`src/mgt_defines.svh`:
```
// Constants of the magnetometer two-wire target port
// Summary of operation
// RULE_01: Port works at bus clocks up to 100 kHz standard, 400 kHz fast.
// RULE_02: After start, compare address byte; acknowledge only on match, then serve.
// RULE_03: Fixed 7-bit target address is 0Ch.
// RULE_04: Last bit of first byte: 1 means read, 0 means write.
// RULE_05: Data changes only while clock low, except start and stop.
// RULE_06: Data fall with clock high is start; rise is stop.
// RULE_07: Transmitter releases data after each byte; receiver pulls low to acknowledge.
// RULE_08: In a write, the second byte is the register address, acknowledged.
// RULE_09: Third and later write bytes are data, MSB first, each acknowledged.
// RULE_10: Low set steps 00,01,02,03,10..18, wrapping 18 to 00.
// RULE_11: High set steps 30 to 32, wrapping 32 to 30.
// RULE_12: Only read/write locations take write data; others acknowledged, no effect.
// RULE_13: Controller ends every write with a stop.
// RULE_14: In a read, sample acknowledge; on ack send next byte, else stop.
// RULE_15: Counter holds address after the last one accessed.
// RULE_16: Current read: ack address, send counter's byte, then increment counter.
// RULE_17: Random read: dummy write of register address, repeated start, read.
// RULE_18: Random read sends byte at dummy-write address, then increments counter.
// RULE_19: Controller withholds acknowledge on last byte and sends stop.
// RULE_20: Self-test passes when X,Y in -200..200 and Z in -1000..-150.
// RULE_21: Unmapped addresses read harmlessly and ignore writes, protocol unaffected.
`ifndef MGT_DEFINES_SVH
`define MGT_DEFINES_SVH
`define MGT_DEV_ADDR   7'h0c
`define MGT_ADDR_RST   8'h00
`define MGT_LO_GAP     8'h03
`define MGT_LO_RESUME  8'h10
`define MGT_LO_END     8'h18
`define MGT_HI_BASE    8'h30
`define MGT_HI_END     8'h32
`define MGT_ADDR_ONE   8'h01
`define MGT_CNT_ZERO   4'h0
`define MGT_CNT_ONE    4'h1
`define MGT_BIT_LAST   4'h7
`define MGT_BYTE_BITS  4'h8
`define MGT_CLK_KHZ    250000
`define MGT_FAST_KHZ   400
`define MGT_STD_KHZ    100
`define MGT_HALF_CYC   (`MGT_CLK_KHZ / `MGT_FAST_KHZ / 2)
`endif

```
`src/mgt_pkg.sv`:
```
// Types shared by the magnetometer two-wire target port
package mgt_pkg;
    // Sampled levels of the two bus lines
    typedef struct packed {
        logic scl;
        logic sda;
    } mgt_bus_t;
    // One accepted register write
    typedef struct packed {
        logic [7:0] addr;
        logic [7:0] data;
    } mgt_wr_t;
    // Protocol states, one-hot
    typedef enum logic [8:0] {
        MGT_IDLE    = 9'h001,
        MGT_DEVADR  = 9'h002,
        MGT_ACK_DEV = 9'h004,
        MGT_REGADR  = 9'h008,
        MGT_ACK_REG = 9'h010,
        MGT_WDATA   = 9'h020,
        MGT_ACK_WR  = 9'h040,
        MGT_RDATA   = 9'h080,
        MGT_RACK    = 9'h100
    } mgt_state_t;
endpackage : mgt_pkg

```
`src/mgt_target.sv`:
```
// Two-wire target port of the magnetometer: framing, address match, data
`timescale 1ns/1ns
`default_nettype none
`include "mgt_defines.svh"
module mgt_target (
    input  wire logic              clk,        // System clock, 250 MHz
    input  wire logic              rst,        // Synchronous reset, high
    input  wire mgt_pkg::mgt_bus_t bus_in,     // Raw clock and data lines
    output var  logic              sda_o,      // Data line drive level
    output var  logic              sda_oe_n,   // Low while pulling data low
    output var  logic [7:0]        rd_addr,    // Address counter value
    input  wire logic [7:0]        rd_data,    // Register byte at rd_addr
    output var  logic              rd_strobe,  // Byte taken for sending
    output var  mgt_pkg::mgt_wr_t  wr,         // Write address and data
    output var  logic              wr_valid,   // Write pulse
    output var  logic              busy        // Transaction in progress
);
    import mgt_pkg::*;

    mgt_bus_t   line_s;
    logic       scl_q_r;
    logic       sda_q_r;
    mgt_state_t state_r;
    mgt_state_t state_nxt;
    logic [3:0] cnt_r;
    logic [3:0] cnt_nxt;
    logic [7:0] sh_r;
    logic [7:0] sh_nxt;
    logic [7:0] addr_r;
    logic [7:0] addr_nxt;
    logic       rw_r;
    logic       rw_nxt;
    logic       mack_r;
    logic       mack_nxt;
    logic       oe_n_r;
    logic       oe_n_nxt;
    logic       rd_stb_r;
    logic       rd_stb_nxt;
    mgt_wr_t    wr_r;
    mgt_wr_t    wr_nxt;
    logic       wr_vld_r;
    logic       wr_vld_nxt;
    logic       busy_r;
    logic       sda_o_r;
    wire [7:0]  step_addr;
    wire        step_wr;

    // Line inputs are asynchronous; at 250 MHz even a 400 kHz clock
    // leaves hundreds of samples per half period
    mgt_sync u_sync (                                   // see RULE_01
        .clk  (clk),
        .rst  (rst),
        .pin  (bus_in),
        .sync (line_s)
    );

    // Next address within the wrapping sets
    mgt_addr_step u_step (
        .addr     (addr_r),
        .nxt      (step_addr),
        .writable (step_wr)
    );

    // Previous synchronised levels for edge detection
    always_ff @(posedge clk) begin
        if (rst) begin
            scl_q_r <= 1'b1;
            sda_q_r <= 1'b1;
        end else begin
            scl_q_r <= line_s.scl;
            sda_q_r <= line_s.sda;
        end
    end

    // Edge and condition decode
    wire scl_rise  = line_s.scl & ~scl_q_r;
    wire scl_fall  = ~line_s.scl & scl_q_r;
    wire scl_hi    = line_s.scl & scl_q_r;
    // Data moving with the clock high is framing, never a data bit
    wire cond_start = scl_hi & sda_q_r & ~line_s.sda;   // see RULE_05, RULE_06
    wire cond_stop  = scl_hi & ~sda_q_r & line_s.sda;   // see RULE_05, RULE_06
    wire byte_done  = scl_fall & (cnt_r == `MGT_BYTE_BITS);
    wire dev_match  = (sh_r[7:1] == `MGT_DEV_ADDR);     // see RULE_03
    wire dir_read   = sh_r[0];                          // see RULE_04
    wire [3:0] cnt_inc = cnt_r + `MGT_CNT_ONE;
    wire in_rx = (state_r == MGT_DEVADR) | (state_r == MGT_REGADR)
               | (state_r == MGT_WDATA);
    // A byte leaves for the controller on the fall closing an ack slot
    wire load_rd = scl_fall & (((state_r == MGT_ACK_DEV) & rw_r)
                 | ((state_r == MGT_RACK) & mack_r));

    // Protocol sequencing
    always_comb begin
        state_nxt  = state_r;
        cnt_nxt    = cnt_r;
        sh_nxt     = sh_r;
        addr_nxt   = addr_r;
        rw_nxt     = rw_r;
        mack_nxt   = mack_r;
        oe_n_nxt   = oe_n_r;
        rd_stb_nxt = 1'b0;
        wr_nxt     = wr_r;
        wr_vld_nxt = 1'b0;
        if (cond_stop) begin
            // Stop ends any transfer and frees the line
            state_nxt = MGT_IDLE;                       // see RULE_06, RULE_13
            oe_n_nxt  = 1'b1;
        end else if (cond_start) begin
            // Start and repeated start both restart address matching
            state_nxt = MGT_DEVADR;                     // see RULE_02, RULE_17
            cnt_nxt   = `MGT_CNT_ZERO;
            oe_n_nxt  = 1'b1;
        end else if (load_rd) begin
            // Send the counter's byte, MSB first, then step the counter
            state_nxt  = MGT_RDATA;                     // see RULE_16, RULE_18
            sh_nxt     = rd_data;
            oe_n_nxt   = rd_data[7];
            rd_stb_nxt = 1'b1;
            addr_nxt   = step_addr;                     // see RULE_15
            cnt_nxt    = `MGT_CNT_ZERO;
        end else begin
            if (in_rx && scl_rise) begin
                // Bits are taken on the rising clock, MSB first
                sh_nxt  = {sh_r[6:0], line_s.sda};      // see RULE_08, RULE_09
                cnt_nxt = cnt_inc;
            end
            case (state_r)
                MGT_IDLE: begin
                    oe_n_nxt = 1'b1;
                end
                MGT_DEVADR: begin
                    if (byte_done) begin
                        cnt_nxt = `MGT_CNT_ZERO;
                        if (dev_match) begin
                            state_nxt = MGT_ACK_DEV;    // see RULE_02
                            oe_n_nxt  = 1'b0;           // see RULE_07
                            rw_nxt    = dir_read;       // see RULE_04
                        end else begin
                            // Other targets' traffic: stay off the line
                            state_nxt = MGT_IDLE;       // see RULE_02
                        end
                    end
                end
                MGT_REGADR: begin
                    if (byte_done) begin
                        state_nxt = MGT_ACK_REG;
                        cnt_nxt   = `MGT_CNT_ZERO;
                        addr_nxt  = sh_r;               // see RULE_08, RULE_17
                        oe_n_nxt  = 1'b0;               // see RULE_07
                    end
                end
                MGT_WDATA: begin
                    if (byte_done) begin
                        state_nxt = MGT_ACK_WR;
                        cnt_nxt   = `MGT_CNT_ZERO;
                        oe_n_nxt  = 1'b0;               // see RULE_09, RULE_12
                        addr_nxt  = step_addr;          // see RULE_10, RULE_11
                        // Read-only and unmapped bytes are acked, not stored
                        if (step_wr) begin
                            wr_vld_nxt = 1'b1;          // see RULE_12, RULE_21
                            wr_nxt     = '{addr: addr_r, data: sh_r};
                        end
                    end
                end
                MGT_ACK_DEV: begin
                    // Reads leave through load_rd; writes await an address
                    if (scl_fall) begin
                        state_nxt = MGT_REGADR;
                        oe_n_nxt  = 1'b1;
                    end
                end
                MGT_ACK_REG, MGT_ACK_WR: begin
                    if (scl_fall) begin
                        state_nxt = MGT_WDATA;          // see RULE_09
                        oe_n_nxt  = 1'b1;
                    end
                end
                MGT_RDATA: begin
                    // Output bits only change on the falling clock
                    if (scl_fall) begin                 // see RULE_05
                        if (cnt_r == `MGT_BIT_LAST) begin
                            state_nxt = MGT_RACK;
                            oe_n_nxt  = 1'b1;           // see RULE_07, RULE_14
                        end else begin
                            sh_nxt   = {sh_r[6:0], 1'b0};
                            oe_n_nxt = sh_r[6];
                            cnt_nxt  = cnt_inc;
                        end
                    end
                end
                MGT_RACK: begin
                    if (scl_rise) begin
                        mack_nxt = ~line_s.sda;         // see RULE_14
                    end
                    // No ack: stop sending and wait for the stop
                    if (scl_fall && !mack_r) begin
                        state_nxt = MGT_IDLE;           // see RULE_14, RULE_19
                        oe_n_nxt  = 1'b1;
                    end
                end
                default: begin
                    state_nxt = MGT_IDLE;
                    oe_n_nxt  = 1'b1;
                end
            endcase
        end
    end

    // Sequencing state
    always_ff @(posedge clk) begin
        if (rst) begin
            state_r <= MGT_IDLE;
            cnt_r   <= `MGT_CNT_ZERO;
            sh_r    <= `MGT_ADDR_RST;
            rw_r    <= 1'b0;
            mack_r  <= 1'b0;
        end else begin
            state_r <= state_nxt;
            cnt_r   <= cnt_nxt;
            sh_r    <= sh_nxt;
            rw_r    <= rw_nxt;
            mack_r  <= mack_nxt;
        end
    end

    // Address counter survives between transactions for current reads
    always_ff @(posedge clk) begin
        if (rst) begin
            addr_r <= `MGT_ADDR_RST;
        end else begin
            addr_r <= addr_nxt;                         // see RULE_15
        end
    end

    // Registered outputs; the drive level is always low, only enable moves
    always_ff @(posedge clk) begin
        if (rst) begin
            oe_n_r   <= 1'b1;
            rd_stb_r <= 1'b0;
            wr_r     <= '0;
            wr_vld_r <= 1'b0;
            busy_r   <= 1'b0;
            sda_o_r  <= 1'b0;
        end else begin
            oe_n_r   <= oe_n_nxt;
            rd_stb_r <= rd_stb_nxt;
            wr_r     <= wr_nxt;
            wr_vld_r <= wr_vld_nxt;
            busy_r   <= (state_nxt != MGT_IDLE);
            sda_o_r  <= 1'b0;
        end
    end

    // Port hookup
    assign sda_o     = sda_o_r;
    assign sda_oe_n  = oe_n_r;
    assign rd_addr   = addr_r;
    assign rd_strobe = rd_stb_r;
    assign wr        = wr_r;
    assign wr_valid  = wr_vld_r;
    assign busy      = busy_r;
endmodule : mgt_target
`default_nettype wire

```
`src/mgt_sync.sv`:
```
// Two-flop synchronisers for the bus line inputs
`timescale 1ns/1ns
`default_nettype none
module mgt_sync (
    input  wire logic            clk,    // System clock
    input  wire logic            rst,    // Synchronous reset, high
    input  wire mgt_pkg::mgt_bus_t pin,  // Raw line levels
    output var  mgt_pkg::mgt_bus_t sync  // Synchronised levels
);
    import mgt_pkg::*;
    logic [1:0] meta_r;
    logic [1:0] hold_r;
    // Idle lines are pulled high, so reset to high avoids a false start
    for (genvar i = 0; i < 2; i++) begin : g_bit
        always_ff @(posedge clk) begin
            if (rst) begin
                meta_r[i] <= 1'b1;
                hold_r[i] <= 1'b1;
            end else begin
                meta_r[i] <= pin[i];
                hold_r[i] <= meta_r[i];
            end
        end
    end
    assign sync = hold_r;
endmodule : mgt_sync
`default_nettype wire

```
`src/mgt_addr_step.sv`:
```
// Address counter stepping through the two wrapping address sets
`timescale 1ns/1ns
`default_nettype none
`include "mgt_defines.svh"
module mgt_addr_step (
    input  wire logic [7:0] addr,     // Current counter value
    output wire logic [7:0] nxt,      // Counter after one byte
    output wire logic       writable  // Location takes write data
);
    wire in_lo   = (addr <= `MGT_LO_END);
    wire in_hi   = (addr >= `MGT_HI_BASE) && (addr <= `MGT_HI_END);
    wire [7:0] inc = addr + `MGT_ADDR_ONE;
    wire [7:0] lo_nxt = (addr == `MGT_LO_GAP) ? `MGT_LO_RESUME :   // see RULE_10
                        (addr == `MGT_LO_END) ? `MGT_ADDR_RST : inc; // see RULE_10
    wire [7:0] hi_nxt = (addr == `MGT_HI_END) ? `MGT_HI_BASE : inc; // see RULE_11
    // Outside both sets just count on; nothing there is stored
    assign nxt      = in_lo ? lo_nxt : (in_hi ? hi_nxt : inc);      // see RULE_21
    assign writable = in_hi;                                        // see RULE_12
endmodule : mgt_addr_step
`default_nettype wire

```
`config.mk`:
```
export PLATFORM = sky130hd
export DESIGN_NAME = mgt_target
export DESIGN_NICKNAME = d
export VERILOG_FILES = /design/src/mgt_pkg.sv /design/src/mgt_target.sv /design/src/mgt_sync.sv /design/src/mgt_addr_step.sv
export VERILOG_INCLUDE_DIRS = /design/src
export SDC_FILE = /design/constraint.sdc
export NUM_CORES = 1
export LEC_CHECK = 0
export CAP_MARGIN = 20
export CELL_PAD_IN_SITES_DETAIL_PLACEMENT = 1
export CELL_PAD_IN_SITES_GLOBAL_PLACEMENT = 2
export CORE_MARGIN = 2
export CORE_UTILIZATION = 35
export DETAILED_ROUTE_END_ITERATION = 8
export DONT_BUFFER_PORTS = 1
export PLACE_DENSITY = 0.72
export SLEW_MARGIN = 20
export SYNTH_ARGS = -nofsm -noshare
export SYNTH_HDL_FRONTEND = slang
export SYNTH_SLANG_ARGS = --single-unit
```
`constraint.sdc`:
```
create_clock -name clk -period 3.2 [get_ports clk]
set_clock_uncertainty 0.1 [all_clocks]
set_input_delay 0.16 -clock clk [delete_from_list [all_inputs] [get_ports clk]]
set_output_delay 0.16 -clock clk [all_outputs]
set_load 0.005 [all_outputs]
```
After elaboration in Yosys (flattened, before gate mapping)

Index checks and enable logic that the tools add are counted.

Divide/modulo/power cells: 0
Bitwise operators: 23
$mul: 0
Reduce and logical (&&, ||, !) cells: 17
Muxes and demuxes: 45
Magnitude comparators: 3
Shift operators: 0
Eq/ne operators: 24
Add/subtract/negate cells: 2

Operator list:

| operator              | count |
|---|---|
| $mux W8               | 13 |
| $mux W9               | 11 |
| $pmux W9 S8           | 1 |
| $mux W4               | 6 |
| $reduce_and A6 Y1     | 3 |
| $pmux W8 S2           | 1 |
| $ne A3 B3 Y1 const B  | 5 |
| $and A1 B1 Y1         | 11 |
| $mux W1               | 10 |
| $reduce_and A5 Y1     | 2 |
| $eq A9 B1 Y1 const B  | 1 |
| $eq A9 B2 Y1 const B  | 1 |
| $eq A9 B3 Y1 const B  | 1 |
| $eq A9 B4 Y1 const B  | 1 |
| $eq A9 B5 Y1 const B  | 1 |
| $eq A9 B6 Y1 const B  | 1 |
| $eq A9 B7 Y1 const B  | 1 |
| $eq A9 B8 Y1 const B  | 1 |
| $eq A9 B9 Y1 const B  | 1 |
| $ne A9 B1 Y1 const B  | 1 |
| $not A1 Y1            | 9 |
| $reduce_or A3 Y1      | 3 |
| $add A8 B1 Y8 const B | 1 |
| $eq A8 B2 Y1 const B  | 1 |
| other kinds (21)      | 27 |

Bits in writable memories: 0
Bits in read-only memories: 0
Memories: 0
Word-level logic and storage cells: 132
Input bits: 12
Output and inout bits: 29
Register bits after elaboration: 57
Latch bits: 0

Logic depth before layout (Yosys ltp)

Depth after elaboration: 10
Mapped depth: 9
Mapped depth without buffers: 8

Cells and area by module

A second synthesis with hierarchy kept.

Cell total of the unflattened synthesis: 387
Area total of the unflattened synthesis: 3095.5 um^2

Modules (own cells, without submodules):

| module        | cells each | times used | sequential area each (um^2) | area an instance (um^2) |
|---|---|---|---|---|
| mgt_target    | 340        | 1          | 1061.0                      | 2691.3 |
| mgt_addr_step | 39         | 1          | 0.0                         | 299.0 |
| mgt_sync      | 8          | 1          | 80.1                        | 105.1 |

Worst setup path after synthesis

No wires, ideal clock.

Path type: reg-to-reg
Start point: register state_r[0]
End point: register addr_r[5], in the netlist rd_addr[5]
Required time: 2.969 ns
Arrival: 1.977 ns
Period minus slack after synthesis: 2.207 ns
Cell stages (with the launch flop): 8
Path slack: 0.993 ns
Cells stage by stage: dfxtp_1 -> buf_6 -> or4_4 -> nor3_4 -> a21o_1 -> nor2_1 -> nor4_1 -> nor4_1

Cells in the longest elaborated chain, start to end: 6
Elaborated cells on any way between the ends: 14
Classes of those cells: eq/ne: 6; mux: 2; bitwise: 4; reduce/logical: 2

Ends and longest elaborated chain:

| item                                                                       | RTL line                           | RTL |
|---|---|---|
| start, declared                                                            | mgt_target.sv:23                   | `mgt_state_t state_r;` |
| start signal, assigned                                                     | mgt_target.sv:218                  | `state_r <= state_nxt;` |
| $eq A9 B3 Y1 / $eq A9 B9 Y1 (equally long branches)                        | mgt_target.sv:89, mgt_target.sv:90 |  |
| $and A1 B1 Y1, on equally long branches                                    | mgt_target.sv:89, mgt_target.sv:90 |  |
| $or A1 B1 Y1                                                               | mgt_target.sv:90                   | `\| ((state_r == MGT_RACK) & mack_r));` |
| $and A1 B1 Y1                                                              | mgt_target.sv:89                   | `wire load_rd = scl_fall & (((state_r == MGT_ACK_DEV) & rw_r)` |
| $ne A3 B3 Y1 (no source line) / $reduce_bool A3 Y1 (equally long branches) | --                                 |  |
| $reduce_and A5 Y1 (no source line)                                         | --                                 |  |
| end signal, assigned                                                       | mgt_target.sv:229                  | `` addr_r <= `MGT_ADDR_RST; `` |
| end signal, assigned                                                       | mgt_target.sv:231                  | `addr_r <= addr_nxt;` |
| end, declared                                                              | mgt_target.sv:29                   | `logic [7:0] addr_r;` |

Several ways; a longest one is shown, not always the timed one.
A chain may end at the register's enable or synchronous reset.

Final worst setup path

Start point: register state_r[5]
End point: register sh_r[0]

Cells in the longest elaborated chain, start to end: 9
Elaborated cells on any way between the ends: 18
Classes of those cells: eq/ne: 6; mux: 5; bitwise: 6; reduce/logical: 1

Ends and longest elaborated chain:

| item                                                | RTL line          | RTL |
|---|---|---|
| $eq A9 B2 Y1 / $eq A9 B4 Y1 (equally long branches) | mgt_target.sv:86  | `wire in_rx = (state_r == MGT_DEVADR) \| (state_r == MGT_REGADR)` |
| $or A1 B1 Y1                                        | mgt_target.sv:86  |  |
| $or A1 B1 Y1                                        | mgt_target.sv:87  | `\| (state_r == MGT_WDATA);` |
| $logic_and A1 B1 Y1                                 | mgt_target.sv:122 | `if (in_rx && scl_rise) begin` |
| $mux W8                                             | mgt_target.sv:122 |  |
| $mux W8                                             | mgt_target.sv:181 | `` if (cnt_r == `MGT_BIT_LAST) begin `` |
| $mux W8                                             | mgt_target.sv:180 | `if (scl_fall) begin` |
| $mux W8                                             | mgt_target.sv:127 | `case (state_r)` |
| $mux W8 (*)                                         | mgt_target.sv:113 | `end else if (load_rd) begin` |
| end signal, assigned                                | mgt_target.sv:214 | `` sh_r <= `MGT_ADDR_RST; `` |
| end signal, assigned                                | mgt_target.sv:220 | `sh_r <= sh_nxt;` |
| end, declared                                       | mgt_target.sv:27  | `logic [7:0] sh_r;` |

Every way passes the cells marked *; elsewhere a longest branch is shown, timed or not.

==> metrics.cfg <==
[sta]
totalNegativeSetupSlack_ns=0
timing.final.hold_violations=0
setup_viol=0
post-route-min-period_ns=2.807
hold_ws_ns=0.02459
final-max-slew-violation-count=0
slew_headroom_pct=42.07
unrepaired_setup_endpoints_after_global_routing=false
worst_slew_pin_slew_ns=0.8690
fin_crit_sh_pct=87.71
max_freq_mhz=356.3
layout_setup_ws_ns=0.3934

[detailed_routing]
postRouteWirelength_um=9399
drt_drc=0
final_routed_wire_length_divided_by_cell_count_um=19.75
vias=2725
via_per_inst=5.725
drt_first_pass_iters=4
ant_nets=0
iteration_0_drc_markers=124

[synthesis]
synth_compound_gate_area_share_pct=18.32
yosys.area_share.xor_xnor_pct=1.174
syn-instance-count=358
synth_async_sr_flop_share_pct=0
syn-cell-area_mm2=0.002985
yosysUniqueCellTypes=60
synth_ff_type=sky130_fd_sc_hd__dfxtp_1
post_synth_and_or_nand_nor_area_fraction_pct=30.93
synth_sequential_area_ratio_pct=38.22
synth_enable_flop_cells=0
synth-seq-cells=57
adder_cell_fraction_of_synth_area_pct=1.676
synth_top_family_by_area=simple AND/OR/NAND/NOR gates
synth.net_count=374
average_cell_area_after_synthesis_um2=8.339
yosys-mux-area-fraction_pct=4.736
synth.yosys.warnings=0

[pwr]
post-layout-total-power_w=0.001467
peakVddDrop_mv=0.2560
p_leak_nw=1.193
p_per_area_mw_per_mm2=437.1

[clocking]
cts_tree=yes
cts.root.buffer_cell=sky130_fd_sc_hd__clkbuf_8
cts_setup_buffers=0
depth_of_the_cts_h_tree=3
worst_setup_hold_path_clk_slew_ns=0.07
clk-insertion-delay-late_ns=0.34
cts-root-to-sink-buffers=2
cts_num_sinks=57
tritoncts.num_buffers=9

[worst_setup_path]
type_of_origin_of_the_critical_path=flip-flop
critPathCaptureType=flip-flop
timing.critical_path.fanout_max=14
r2r_cells=6
setup.worst_path.end=sh_r[0]$_SDFFE_PP0P_
worst_ep_arrival_time_ns=3.00
crit_required_ns=3.39
critical_path.reg2reg.endpoint=sh_r[0]$_SDFFE_PP0P_
r2r_slack_ns=0.39
startpoint=state_r[5]$_SDFF_PP0_
timing_worst_setup_path_type=flip-flop to flip-flop
crit-reg2reg-launch=state_r[5]$_SDFF_PP0_

[hold_path]
timing.hold.worst.class=input pin to flip-flop

[die]
io_pins=41
floorplan.rows=33
start_util_pct=36.15
die-width_um=96.36
fp.dieArea_mm2=0.009284
fp.coreArea_mm2=0.008258
dieHeight_um=96.36

[grt]
grt_antenna_before_repair=0
grt.overflow.total=0
grt_start_max_net_pins=43
grt_first_pass_wirelength_um=15060
global_route.usage.total_pct=21.66
first_global_vias=2809

[job]
max-cap-violations=0

[final_layout]
finish.net_count=382
areaGrowthSynthToFinish_pct=12.45
ant_cells=0
layout-drive-gt1-share_pct=10.78

[placement]
detailedPlacementHpwl_um=6574
finalWeightedCongestion=0.8167
total_of_buffers_placed_on_input_and_output_ports=0
dpl_worst_slack_ns=0.5557

[run_status]
run_status=completed

## repair_timing
item / CTS / global route
hold buffers: 11 / 0
gates resized for setup: 0 / 0
endpoints found under the hold margin: 45 / 0
## Yosys cell counts, types with 3 or more instances
cell / count / area share (%)
sky130_fd_sc_hd__or2_2: 6 / 1.3
sky130_fd_sc_hd__or3_1: 4 / 0.84
sky130_fd_sc_hd__a21oi_1: 26 / 4.4
sky130_fd_sc_hd__ha_1: 4 / 1.7
sky130_fd_sc_hd__a211oi_1: 3 / 0.75
sky130_fd_sc_hd__a41oi_1: 4 / 1.2
sky130_fd_sc_hd__o22ai_1: 3 / 0.63
sky130_fd_sc_hd__nor2b_1: 6 / 1.3
sky130_fd_sc_hd__nor4b_1: 3 / 0.88
sky130_fd_sc_hd__inv_1: 10 / 1.3
sky130_fd_sc_hd__nor3_1: 10 / 1.7
sky130_fd_sc_hd__nor2_1: 54 / 6.8
sky130_fd_sc_hd__mux2i_1: 13 / 4.4
sky130_fd_sc_hd__nand2b_1: 6 / 1.3
sky130_fd_sc_hd__nand4_1: 5 / 1.0
sky130_fd_sc_hd__and2_1: 7 / 1.5
sky130_fd_sc_hd__dfxtp_1: 57 / 38
sky130_fd_sc_hd__clkbuf_1: 9 / 1.1
sky130_fd_sc_hd__nor4_1: 15 / 3.1
sky130_fd_sc_hd__buf_2: 3 / 0.50
sky130_fd_sc_hd__nand3_1: 15 / 2.5
sky130_fd_sc_hd__o21ai_0: 16 / 2.7
sky130_fd_sc_hd__nand2_1: 23 / 2.9
## metal layers
metal | vias to the layer above | GRT usage (%) | part of all wire, %
met5 | - | 0 | 0
met4 | 0 | 8.568 | 1.9
met3 | 19 | 3.915 | 3.4
met2 | 51 | 35.30 | 48
met1 | 1330 | 28.30 | 47
li1 | 1325 | - | -
## area by class of cell
type,instances,area (µm²)
clock buffer,11,141.4
fill,1018,4901
multi-input combinational,273,1700
sequential,57,1141
tap,105,131.4
timing repair buffer,15,150.1
clock inverter,5,55.05
inverter,10,37.54
## state kept, by name, indices dropped and copies added, names as in the netlist, 2 cells and up
name,cells
u_sync.meta_r,2
rd_addr,8
u_sync.sync,2
cnt_r,4
wr,16
state_r,9
sh_r,8
## stage by stage
| stage | std cells | area [µm²] | util, % |
|---|---|---|---|
| after floorplan | 358 | 2985 | - |
| after global placement | 449 | 3040 | 36.82 |
| after detailed placement | 449 | 3040 | 36.82 |
| after CTS | 476 | 3357 | 40.65 |
| after global routing | 476 | 3357 | 40.65 |
| final | 476 | 3357 | 40.65 |
## power breakdown
group          internal, W  switching [W]  leakage (nW)   total, W
clock             0.000378       0.000309        0.0953   0.000687
sequential        0.000714     0.00000614         0.460   0.000720
combinational    0.0000248      0.0000357         0.637  0.0000606
## kinds of logic after synthesis
family | after synthesis
adder cells (fa/ha/maj) | 4
multiplexers | 14
AND/OR/NAND/NOR | 172
XOR/XNOR | 4
buffers and inverters | 28
other | 1
flip-flops | 57
AO/OA/AOI/OAI | 78
## worst min-delay path by stage
stage          cells past startpoint  slack, ns                     endpoint  startpoint
2_1_floorplan                      1       0.16  u_sync.meta_r[0]$_SDFF_PP1_   bus_in[0]
3_3_place_gp                       1       0.15      rd_addr[6]$_SDFFE_PP0P_         rst
3_5_place_dp                       1       0.14      rd_addr[0]$_SDFFE_PP0P_         rst
4_1_cts                            2       0.01           wr[3]$_SDFFE_PP0P_         rst
5_1_grt                            2       0.03      rd_addr[6]$_SDFFE_PP0P_         rst
6_report                           2       0.02           wr[1]$_SDFFE_PP0P_         rst
## layout by cell type (no fill, tap or decap), drive strengths merged, types with 3 or more instances in the layout
cell,synthesis,routed
dfxtp,57,57
nor2,54,54
a21oi,28,28
nand2,23,23
o21ai,16,16
nand3,16,16
nor4,15,15
mux2i,13,13
nor3,12,12
clkbuf,10,11
inv,10,10
dlygate4sd3,0,10
and2,7,7
a211oi,7,7
nand2b,6,6
nor2b,6,6
or2,6,6
nand4,5,5
buf,8,5
or3,4,4
a41oi,4,4
ha,4,4
o22ai,3,3
nor4b,3,3
## critical path, stage by stage, from the launching register on
cell and delay, ns:
sky130_fd_sc_hd__dfxtp_1 0.45, sky130_fd_sc_hd__or4_4 0.63, sky130_fd_sc_hd__nor3_4 0.39, sky130_fd_sc_hd__a21o_1 0.37
sky130_fd_sc_hd__nand2_1 0.14, sky130_fd_sc_hd__a21oi_1 0.13, sky130_fd_sc_hd__dlygate4sd3_1 0.56
No activity file was read; power rests on OpenSTA's default activity.
